==> config.mk <==
export PLATFORM = sky130hd
export DESIGN_NAME = rfb_framer
export DESIGN_NICKNAME = d
export VERILOG_FILES = /design/src/hw/rfb_pkg.sv /design/src/hw/rfb_crc.sv /design/src/hw/rfb_skid.sv /design/src/hw/rfb_framer.sv
export SDC_FILE = /design/constraint.sdc
export NUM_CORES = 2
export LEC_CHECK = 0
export BUFFER_PORTS_ARGS = -buffer_cell sky130_fd_sc_hd__buf_2
export CORE_MARGIN = 3
export CORE_UTILIZATION = 35
export DETAILED_ROUTE_END_ITERATION = 10
export GPL_TIMING_DRIVEN = 0
export PLACE_DENSITY = 0.59
export SYNTH_ARGS = -nofsm -noshare
export SYNTH_HDL_FRONTEND = slang
export SYNTH_SLANG_ARGS = --single-unit
==> constraint.sdc <==
create_clock -name clk -period 6.7 [get_ports clk]
set_input_delay 0.335 -clock clk [delete_from_list [all_inputs] [get_ports clk]]
set_output_delay 0.335 -clock clk [all_outputs]
set_load 0.005 [all_outputs]
==> src/hw/rfb_pkg.sv <==
/*
 * constants, states and carriers shared by the radio frame buffer block.
 * assumes a 50 MHz system clock and a byte-wide modem on the radio side.
 */
package rfb_pkg;
  // clock and timing
  localparam int CLK_NS        = 20;
  localparam int CLK_HZ        = 50_000_000;
  localparam int SYM_NS        = 16000;
  localparam int START_SYM     = 12;
  localparam int START_CYC     = START_SYM * SYM_NS / CLK_NS;
  localparam int SER_HZ        = 250_000;
  localparam int SER_HALF_CYC  = CLK_HZ / SER_HZ / 2;
  // frame layout
  localparam int BUF_DEPTH     = 128;
  localparam logic [6:0] LEN_MAX = 7'h7f;
  localparam int PREAMBLE_BYTES = 4;
  localparam logic [7:0] DELIM_BYTE = 8'ha7;
  localparam logic [7:0] PRE_BYTE   = 8'h00;
  localparam logic [15:0] FCS_POLY_REV = 16'h8408;
  localparam logic [15:0] FCS_INIT  = 16'h0000;
  // frame control field positions
  localparam int FCF_TYPE_LSB  = 0;
  localparam int FCF_SEC_BIT   = 3;
  localparam int FCF_PEND_BIT  = 4;
  localparam int FCF_ACK_BIT   = 5;
  localparam int FCF_PAN_BIT   = 6;
  localparam int FCF_DST_LSB   = 10;
  localparam int FCF_SRC_LSB   = 14;
  // data path modes
  localparam logic [1:0] MODE_BUF = 2'h0;
  localparam logic [1:0] MODE_SER = 2'h1;

  typedef enum logic [3:0] {
    T_IDLE = 4'h0, T_WAIT = 4'h1, T_PRE = 4'h2, T_SYNC = 4'h3, T_LEN = 4'h4,
    T_DATA = 4'h5, T_FCS0 = 4'h6, T_FCS1 = 4'h7, T_END = 4'h8, T_SER = 4'h9
  } rfb_tx_e;

  typedef struct packed {
    logic       valid;
    logic       sof;
    logic [7:0] data;
  } rfb_dem_s;

  typedef struct packed {
    logic [1:0] src_mode;
    logic [1:0] dst_mode;
    logic       intra_pan;
    logic       ack_req;
    logic       pending;
    logic       security;
    logic [2:0] ftype;
  } rfb_fcf_s;
endpackage

==> src/hw/rfb_crc.sv <==
/*
 * byte-wide frame checksum, reflected generator, data taken lsb first.
 * assumes the caller clears it before the first byte of each frame.
 */
`timescale 1ns/1ps
module rfb_crc
  import rfb_pkg::*;
(
  // clock and reset
  input  logic        clk,
  input  logic        resetn,
  // byte stream
  input  logic        clear,
  input  logic        en,
  input  logic [7:0]  data,
  // checksum
  output logic [15:0] crc_r,
  output logic [15:0] crc_nxt
);
  // eight serial steps of x^16+x^12+x^5+1, lsb first
  function automatic logic [15:0] step8(input logic [15:0] c, input logic [7:0] d);
    logic [15:0] v;
    v = c;
    for (int i = 0; i < 8; i++) begin
      v = (v[0] ^ d[i]) ? ((v >> 1) ^ FCS_POLY_REV) : (v >> 1);
    end
    return v;
  endfunction

  assign crc_nxt = step8(crc_r, data);

  // register, cleared per frame
  always_ff @(posedge clk) begin
    if (!resetn || clear) begin
      crc_r <= FCS_INIT;
    end else if (en) begin
      crc_r <= crc_nxt;
    end
  end
endmodule // rfb_crc

==> src/hw/rfb_skid.sv <==
/*
 * two-entry buffer with valid and ready on both sides.
 * assumes both sides run on the same clock.
 */
`timescale 1ns/1ps
module rfb_skid #(
  parameter int W = 8
) (
  // clock and reset
  input  logic         clk,
  input  logic         resetn,
  // filling side
  input  logic         in_valid,
  output logic         in_ready,
  input  logic [W-1:0] in_data,
  // draining side
  output logic         out_valid,
  input  logic         out_ready,
  output logic [W-1:0] out_data
);
  logic         v1_r;
  logic [W-1:0] e1_r;
  wire          push = in_valid && in_ready;
  wire          pop  = out_valid && out_ready;

  assign in_ready = !v1_r;

  // head entry drives the outputs directly
  always_ff @(posedge clk) begin
    if (!resetn) begin
      out_valid <= 1'b0;
      v1_r      <= 1'b0;
      out_data  <= '0;
      e1_r      <= '0;
    end else begin
      case ({push, pop})
        2'b10: begin
          if (!out_valid) begin
            out_data  <= in_data;
            out_valid <= 1'b1;
          end else begin
            e1_r <= in_data;
            v1_r <= 1'b1;
          end
        end
        2'b01: begin
          out_data  <= e1_r;
          out_valid <= v1_r;
          v1_r      <= 1'b0;
        end
        2'b11: begin
          out_data <= v1_r ? e1_r : in_data;
          e1_r     <= in_data;
        end
        default: begin
        end
      endcase
    end
  end
endmodule // rfb_skid

==> src/hw/rfb_framer.sv <==
/*
 * frame builder, transmit and receive buffers, checksum and serial test mode.
 * assumes a byte-wide modulator and demodulator on the radio side and a host
 * that reaches the buffers through plain strobes and byte ports.
 */
`timescale 1ns/1ps
module rfb_framer
  import rfb_pkg::*;
#(
  parameter int START_WAIT = START_CYC,
  parameter int RX_THRESH  = 64
) (
  // clock and reset
  input  logic        clk,
  input  logic        resetn,
  // configuration
  input  logic        auto_checksum_enable,
  input  logic [1:0]  tx_mode,
  input  logic [1:0]  rx_mode,
  // command strobes
  input  logic        start_transmit_strobe,
  input  logic        start_transmit_if_clear_strobe,
  input  logic        flush_transmit_strobe,
  input  logic        flush_receive_strobe,
  input  logic        transmit_off_strobe,
  input  logic        channel_clear,
  // host byte ports
  input  logic        host_wr_valid,
  input  logic [7:0]  host_wr_data,
  input  logic [6:0]  host_ram_addr,
  output logic [7:0]  host_ram_data_r,
  output logic        rx_rd_valid,
  input  logic        rx_rd_ready,
  output logic [7:0]  rx_rd_data,
  // status
  output logic        tx_underflow_r,
  output logic        rx_overflow_r,
  output rfb_fcf_s    rx_fcf_r,
  // pins
  output logic        sfd_pin_r,
  output logic        rx_threshold_pin_r,
  input  logic        data_pin_in,
  output logic        data_pin_out_r,
  output logic        data_pin_oe_r,
  // radio side
  output logic [7:0]  mod_data_r,
  output logic        mod_valid_r,
  input  logic        mod_ready,
  input  rfb_dem_s    dem,
  input  logic [7:0]  rssi_avg,
  input  logic [6:0]  corr_avg
);
  localparam logic [13:0] WAIT_LD = 14'(START_WAIT - 1);
  localparam logic [7:0]  DEPTH8  = 8'(BUF_DEPTH);

  rfb_tx_e     tx_state_r;
  logic [7:0]  tx_mem [0:BUF_DEPTH-1];
  logic [7:0]  rx_mem [0:BUF_DEPTH-1];
  logic [7:0]  tx_wr_r, tx_rd_r, rx_wp_r, rx_rp_r, rx_cnt_r;
  logic [13:0] wait_r;
  logic [2:0]  pre_r, stx_bit_r, srx_bit_r;
  logic [6:0]  tx_left_r, rx_rem_r, rx_idx_r;
  logic        tx_done_r, tx_sfd_r, rx_in_r, rx_first_r, rx_frame_r;
  logic [7:0]  stx_sh_r, srx_sh_r;
  logic [7:0]  sdiv_r;
  logic        sclk_r;
  logic [2:0]  din_s_r;
  logic        din_r;
  logic [15:0] tx_crc, tx_crc_nx, rx_crc, rx_crc_nx;
  logic        skid_ready;

  // decode of strobes, pointers and byte selection
  wire        take     = !mod_valid_r || mod_ready;
  wire        go       = (start_transmit_strobe ||
                          (start_transmit_if_clear_strobe && channel_clear))
                         && tx_state_r == T_IDLE && tx_mode <= MODE_SER;
  wire        tx_ser   = tx_mode == MODE_SER;
  wire        rx_ser   = rx_mode == MODE_SER;
  wire        auto_fl  = tx_done_r && !tx_underflow_r;
  wire        wr_ok    = host_wr_valid && (auto_fl || tx_wr_r < DEPTH8) && !tx_ser;
  wire [7:0]  wr_idx   = auto_fl ? 8'h00 : tx_wr_r;
  wire [6:0]  len_w    = tx_mem[0][6:0];
  wire [6:0]  pay_w    = !auto_checksum_enable ? len_w :
                         (len_w < 7'h02) ? 7'h00 : 7'(len_w - 7'h02);
  wire        tx_avail = tx_rd_r < tx_wr_r;
  wire        tx_crc_en = tx_state_r == T_DATA && take && tx_left_r != 0 && tx_avail;
  wire        tx_crc_clr = tx_state_r == T_LEN && take;
  wire        ser_act  = tx_state_r == T_SER || (rx_ser && rx_in_r);
  wire        s_rise   = ser_act && sdiv_r == 8'(SER_HALF_CYC - 1) && !sclk_r;
  wire        s_fall   = ser_act && sdiv_r == 8'(SER_HALF_CYC - 1) && sclk_r;
  wire        rx_byte  = dem.valid && rx_in_r && !dem.sof;
  wire        rx_push_ok = rx_byte && !rx_ser && rx_cnt_r < DEPTH8 && !rx_overflow_r;
  wire        rx_pop   = rx_cnt_r != 0 && skid_ready;
  wire        crc_ok   = rx_crc_nx == 16'h0000;
  wire [7:0]  rx_store = !auto_checksum_enable ? dem.data :
                         rx_rem_r == 7'h02 ? rssi_avg :
                         rx_rem_r == 7'h01 ? {crc_ok, corr_avg} : dem.data;

  rfb_crc u_tx_crc (
    .clk     (clk),
    .resetn  (resetn),
    .clear   (tx_crc_clr),
    .en      (tx_crc_en),
    .data    (tx_mem[tx_rd_r[6:0]]),
    .crc_r   (tx_crc),
    .crc_nxt (tx_crc_nx)
  );

  rfb_crc u_rx_crc (
    .clk     (clk),
    .resetn  (resetn),
    .clear   (dem.valid && dem.sof),
    .en      (rx_byte && !rx_first_r),
    .data    (dem.data),
    .crc_r   (rx_crc),
    .crc_nxt (rx_crc_nx)
  );

  rfb_skid #(.W(8)) u_rx_skid (
    .clk       (clk),
    .resetn    (resetn),
    .in_valid  (rx_cnt_r != 0),
    .in_ready  (skid_ready),
    .in_data   (rx_mem[rx_rp_r[6:0]]),
    .out_valid (rx_rd_valid),
    .out_ready (rx_rd_ready),
    .out_data  (rx_rd_data)
  );

  // buffer storage and random read without pointer change
  always_ff @(posedge clk) begin
    if (wr_ok) tx_mem[wr_idx[6:0]] <= host_wr_data;
    if (rx_push_ok) rx_mem[rx_wp_r[6:0]] <= rx_store;
    host_ram_data_r <= tx_mem[host_ram_addr];
  end

  // transmit sequencer and host write pointer
  always_ff @(posedge clk) begin
    if (!resetn) begin
      tx_state_r <= T_IDLE;
      tx_wr_r <= 8'h00; tx_rd_r <= 8'h00; tx_left_r <= 7'h00;
      wait_r <= 14'h0000; pre_r <= 3'h0; stx_bit_r <= 3'h0; stx_sh_r <= 8'h00;
      tx_done_r <= 1'b0; tx_sfd_r <= 1'b0; tx_underflow_r <= 1'b0;
      mod_data_r <= 8'h00; mod_valid_r <= 1'b0;
    end else begin
      if (mod_valid_r && mod_ready) mod_valid_r <= 1'b0;
      if (wr_ok) begin
        tx_wr_r <= wr_idx + 8'h01;
        tx_done_r <= 1'b0;
      end
      if (flush_transmit_strobe) begin
        tx_wr_r <= 8'h00;
        tx_done_r <= 1'b0;
        tx_underflow_r <= 1'b0;
      end
      case (tx_state_r)
        T_IDLE: if (go) begin
          tx_state_r <= T_WAIT;
          wait_r <= WAIT_LD;
          tx_rd_r <= 8'h00;
        end
        T_WAIT: if (wait_r == 14'h0000) begin
          tx_state_r <= T_PRE;
          pre_r <= 3'(PREAMBLE_BYTES - 1);
        end else begin
          wait_r <= wait_r - 14'h0001;
        end
        T_PRE: if (take) begin
          mod_data_r <= PRE_BYTE;
          mod_valid_r <= 1'b1;
          if (pre_r == 3'h0) tx_state_r <= T_SYNC;
          pre_r <= pre_r - 3'h1;
        end
        T_SYNC: if (take) begin
          mod_data_r <= DELIM_BYTE;
          mod_valid_r <= 1'b1;
          stx_bit_r <= 3'h0;
          tx_state_r <= tx_ser ? T_SER : T_LEN;
        end
        T_LEN: if (take) begin
          tx_sfd_r <= 1'b1;
          if (tx_wr_r == 8'h00) begin
            tx_underflow_r <= 1'b1;
            tx_sfd_r <= 1'b0;
            tx_state_r <= T_IDLE;
          end else begin
            mod_data_r <= tx_mem[0];
            mod_valid_r <= 1'b1;
            tx_rd_r <= 8'h01;
            tx_left_r <= pay_w;
            tx_state_r <= T_DATA;
          end
        end
        T_DATA: if (take) begin
          if (tx_left_r == 7'h00) begin
            tx_state_r <= auto_checksum_enable ? T_FCS0 : T_END;
          end else if (!tx_avail) begin
            tx_underflow_r <= 1'b1;
            tx_sfd_r <= 1'b0;
            tx_state_r <= T_IDLE;
          end else begin
            mod_data_r <= tx_mem[tx_rd_r[6:0]];
            mod_valid_r <= 1'b1;
            tx_rd_r <= tx_rd_r + 8'h01;
            tx_left_r <= tx_left_r - 7'h01;
          end
        end
        T_FCS0: if (take) begin
          mod_data_r <= tx_crc[7:0];
          mod_valid_r <= 1'b1;
          tx_state_r <= T_FCS1;
        end
        T_FCS1: if (take) begin
          mod_data_r <= tx_crc[15:8];
          mod_valid_r <= 1'b1;
          tx_state_r <= T_END;
        end
        T_END: if (take) begin
          tx_sfd_r <= 1'b0;
          tx_done_r <= 1'b1;
          tx_state_r <= T_IDLE;
        end
        T_SER: begin
          if (take && !mod_valid_r) tx_sfd_r <= 1'b1;
          if (s_rise) begin
            stx_sh_r <= {din_r, stx_sh_r[7:1]};
            stx_bit_r <= stx_bit_r + 3'h1;
            if (stx_bit_r == 3'h7) begin
              mod_data_r <= {din_r, stx_sh_r[7:1]};
              mod_valid_r <= 1'b1;
            end
          end
          if (transmit_off_strobe) begin
            tx_sfd_r <= 1'b0;
            tx_state_r <= T_IDLE;
          end
        end
        default: tx_state_r <= T_IDLE;
      endcase
    end
  end

  // receive framing, buffer pointers and overflow
  always_ff @(posedge clk) begin
    if (!resetn) begin
      rx_in_r <= 1'b0; rx_first_r <= 1'b0; rx_frame_r <= 1'b0;
      rx_rem_r <= 7'h00; rx_idx_r <= 7'h00; rx_fcf_r <= '0;
      rx_wp_r <= 8'h00; rx_rp_r <= 8'h00; rx_cnt_r <= 8'h00;
      rx_overflow_r <= 1'b0; srx_sh_r <= 8'h00; srx_bit_r <= 3'h0;
    end else begin
      if (dem.valid && dem.sof) begin
        rx_in_r <= 1'b1;
        rx_first_r <= 1'b1;
      end else if (rx_byte) begin
        rx_first_r <= 1'b0;
        rx_idx_r <= rx_first_r ? 7'h00 : rx_idx_r + 7'h01;
        rx_rem_r <= rx_first_r ? dem.data[6:0] : rx_rem_r - 7'h01;
        if (rx_idx_r == 7'h00 && !rx_first_r) rx_fcf_r[6:0] <= dem.data[6:0];
        if (rx_idx_r == 7'h01) begin
          rx_fcf_r.dst_mode <= dem.data[FCF_DST_LSB-8 +: 2];
          rx_fcf_r.src_mode <= dem.data[FCF_SRC_LSB-8 +: 2];
        end
        if ((rx_first_r && dem.data[6:0] == 7'h00) || (!rx_first_r && rx_rem_r == 7'h01)) begin
          rx_in_r <= 1'b0;
          rx_frame_r <= !rx_ser;
        end
        if (rx_ser) begin
          srx_sh_r <= dem.data;
          srx_bit_r <= 3'h0;
        end
      end
      if (s_fall && rx_ser && tx_state_r != T_SER) begin
        srx_sh_r <= {1'b0, srx_sh_r[7:1]};
        srx_bit_r <= srx_bit_r + 3'h1;
      end
      if (rx_cnt_r == 8'h00 && !rx_push_ok) rx_frame_r <= 1'b0;
      if (rx_push_ok) rx_wp_r <= rx_wp_r + 8'h01;
      if (rx_pop) rx_rp_r <= rx_rp_r + 8'h01;
      rx_cnt_r <= rx_cnt_r + {7'h00, rx_push_ok} - {7'h00, rx_pop};
      if (flush_receive_strobe) begin
        rx_wp_r <= 8'h00; rx_rp_r <= 8'h00; rx_cnt_r <= 8'h00;
        rx_overflow_r <= 1'b0;
      end
      if (rx_byte && !rx_ser && rx_cnt_r == DEPTH8) rx_overflow_r <= 1'b1;
    end
  end

  // serial clock divider, data synchroniser and pins
  always_ff @(posedge clk) begin
    if (!resetn) begin
      sdiv_r <= 8'h00; sclk_r <= 1'b0; din_s_r <= 3'h0; din_r <= 1'b0;
      sfd_pin_r <= 1'b0; rx_threshold_pin_r <= 1'b0;
      data_pin_out_r <= 1'b0; data_pin_oe_r <= 1'b1;
    end else begin
      din_s_r <= {din_s_r[1:0], data_pin_in};
      if (din_s_r[1] == din_s_r[2]) din_r <= din_s_r[2];
      if (!ser_act) begin
        sdiv_r <= 8'h00;
        sclk_r <= 1'b0;
      end else if (sdiv_r == 8'(SER_HALF_CYC - 1)) begin
        sdiv_r <= 8'h00;
        sclk_r <= !sclk_r;
      end else begin
        sdiv_r <= sdiv_r + 8'h01;
      end
      sfd_pin_r <= tx_sfd_r || rx_in_r;
      rx_threshold_pin_r <= (tx_ser || rx_ser) ? sclk_r :
                            (rx_cnt_r >= 8'(RX_THRESH) || rx_frame_r);
      data_pin_oe_r <= !(tx_ser && !rx_ser);
      data_pin_out_r <= rx_ser ? srx_sh_r[0] : (rx_cnt_r != 8'h00);
    end
  end
endmodule // rfb_framer

==> impl_metrics.json <==
{
  "status": "complete, but fails checks",
  "violations": "max-capacitance violations, max-slew violations, negative setup slack",
  "std_cell_rows": 193,
  "start_util_pct": 35.3,
  "detail_route.wl_per_cell_um": 34.5,
  "stdcell_count": 9500,
  "numCtsBuffers": 238,
  "fmax_mhz": 149,
  "cts_buffer_depth": 4,
  "maxSlewViolCount": 33,
  "die_h_um": 535,
  "path_max_fanout": 10,
  "synth_edf_count": 2048,
  "synth_nets": 5290,
  "grt_pass1_vias": 55700,
  "syn_to_final_growth_pct": 14.2,
  "min_path_type": "input pin to flop",
  "cts.sinks": 2262,
  "yosys.area_share.simple_pct": 4.03,
  "maxCapViolCount": 5,
  "path_clk_slew_ps": 70,
  "synth-main-ff-cell": "edfxtp_1",
  "fin_crit_ps": 6710,
  "cts-root-buf": "clkbuf_16",
  "worst_pin_slew_ps": 1560,
  "required_ps": 7460,
  "hpwl_um": 228000,
  "antenna_found_initial": 18,
  "grt_first_pass_wirelength_um": 450000,
  "synth-warning-count": 0,
  "drc_errors": 0,
  "ant_nets": 0,
  "boundaryPins": 100,
  "synthArstFlopShare_pct": 0,
  "fin_nets": 5690,
  "slew-limit-headroom_pct": -4.33,
  "hold_buffers": 33,
  "final_common_cell": "edfxtp_1",
  "setup.worst_path.end_class": "flop",
  "place_ws_ps": 553,
  "place_congestion": 0.990,
  "clk_latency_ps": 930,
  "synth_cells": 5192,
  "ys_types": 80,
  "syn_area_per_cell_um2": 18.8,
  "die_area_um2": 286000,
  "overflow": 0,
  "whs_ps": 37.5,
  "vias": 57100,
  "layout-drive-gt1-share_pct": 26.2,
  "final_cell_mix": "edfxtp_1, mux4_2, nor2_1",
  "post_cts_buffers": 0,
  "grt_max_degree": 89,
  "synth_seq_cells": 2262,
  "period_share_pct": 100,
  "synth_adder_area_share_pct": 0.532,
  "drtIter0Drc": 8573,
  "rsz0062_at_grt": "no",
  "synth_compound_area_share_pct": 3.02,
  "synthesis.area_um2": 97900,
  "htreeDepth": 4,
  "dr.pass1.iters": 7,
  "finalHoldViolations": 0,
  "dp_cells": 9023,
  "skew_ps": 61.9,
  "setup_viol": 1,
  "ys_seq_area_share_pct": 67.2,
  "wl_um": 328000,
  "ctsResizeCount": 0,
  "synthMuxAreaShare_pct": 22.7,
  "p_total_uw": 34000,
  "setup_ws_ps": -14.0,
  "critical_path_arrival_ps": 7470,
  "core_um2": 277000,
  "synth_top_family_by_area": "multiplexers",
  "worstSetupPathType": "flop to flop",
  "portBuffers": 88,
  "die_w_um": 535,
  "synth_xor_area_share_pct": 0.849,
  "leakagePower_uw": 0.0338,
  "cts_tree": "built",
  "powerDensity_nw_per_um2": 304,
  "start_kind": "flop",
  "viasPerCell": 6.01,
  "fin_util_pct": 40.3,
  "grt_usage_pct": 22.5,
  "ir_drop_v": 0.000217
}
==> Yosys cell counts (all sizes together) (6+ instances only) <==
library cell	count	share of area, %
o21a	6	0.046
a21o	6	0.046
xor2	38	0.34
inv	51	0.20
a22oi	24	0.18
nand3	52	0.27
a31oi	13	0.083
or4	7	0.058
nand3b	12	0.092
o21ai	70	0.36
mux2i	116	1.2
and3	10	0.064
o22ai	42	0.27
xnor2	44	0.39
nand4	13	0.083
dfxtp	214	4.4
a21oi	149	0.76
a222oi	8	0.082
clkbuf	183	0.70
a221oi	10	0.089
and2	12	0.077
nor4	16	0.12
o31ai	8	0.061
a2bb2oi	8	0.072
mux4	908	21
nor2	485	1.9
nor2b	22	0.14
mux2	48	0.55
nand2	169	0.65
edfxtp	2048	63
nor3	44	0.24
a211oi	38	0.30
or3	14	0.089
ha	40	0.51
o221ai	17	0.15
o211ai	8	0.061
nand2b	24	0.15
o2111a	8	0.092
buf	139	0.78
==> per-layer routing <==
| layer | track usage, % | routed length (um) |
|---|---|---|
| met5 | 0 | 77 |
| met4 | 12.7 | 21800 |
| met3 | 5.76 | 34000 |
| met2 | 34.1 | 149000 |
| met1 | 29.4 | 123000 |
==> final timing paths <==
path / startpoint / endpoint / slack (ps) / cells after the start
setup / recovery: flop / u_tx_crc.crc_r[10] / -10 / 13
hold / removal: host_wr_data[4] / tx_mem[102][4] / 40 / 1
setup reg to reg: flop / u_tx_crc.crc_r[10] / -10 / 13
hold reg to reg: din_s_r[0] / din_s_r[1] / 440 / 1
==> through the flow <==
stage | setup TNS, ps | instance area [um2]
finish | -14.0 | 112000
global route | 0 | 112000
CTS | 0 | 112000
detailed placement | 0 | 104000
global placement | -3937770 | 103000
floorplan | 0 | 97900
==> area by class of cell <==
class                           count  area [um2]
Buffer                            322        1460
Inverter                           55         206
Clock inverter                    122        1110
Sequential cell                  2262       65800
Fill cell                       24600      166000
Antenna cell                       14        35.0
Clock buffer                      307        6340
Multi-Input combinational cell   2553       30500
Tap cell                         3705        4640
Timing Repair Buffer              160        1640
==> state kept, by name (all words and copies together) (netlist names), 11 cells and up, named ones only <==
name / flops
rx_fcf_r: 11
rx_mem: 1024
tx_mem: 1024
u_rx_crc.crc_r: 16
u_tx_crc.crc_r: 16
wait_r: 14
==> critical path, stage by stage (launching register included) <==
cell and delay (ps):
dfxtp_1 300, buf_2 410, buf_2 560, buf_2 650, buf_1 990, clkbuf_1 950
nand2_1 370, a31oi_1 360, a21oi_1 170, a32oi_1 850, xnor2_1 320, xnor2_1 330
xor2_1 180, a21oi_1 80
==> report_power, final <==
group          internal (uW)  switching (uW)
clock network           7340            5620
registers              15600             133
logic                   2210            3120
total                  25100            8880
==> logic make-up after synthesis <==
group                    count (synthesis)
AND/OR/NAND/NOR                        898
adder cells (fa/ha/maj)                 41
AO/OA/AOI/OAI                          455
flip-flops                            2262
multiplexers                          1072
buffers and inverters                  377
XOR/XNOR                                87
No activity file was read; power rests on OpenSTA's default activity.
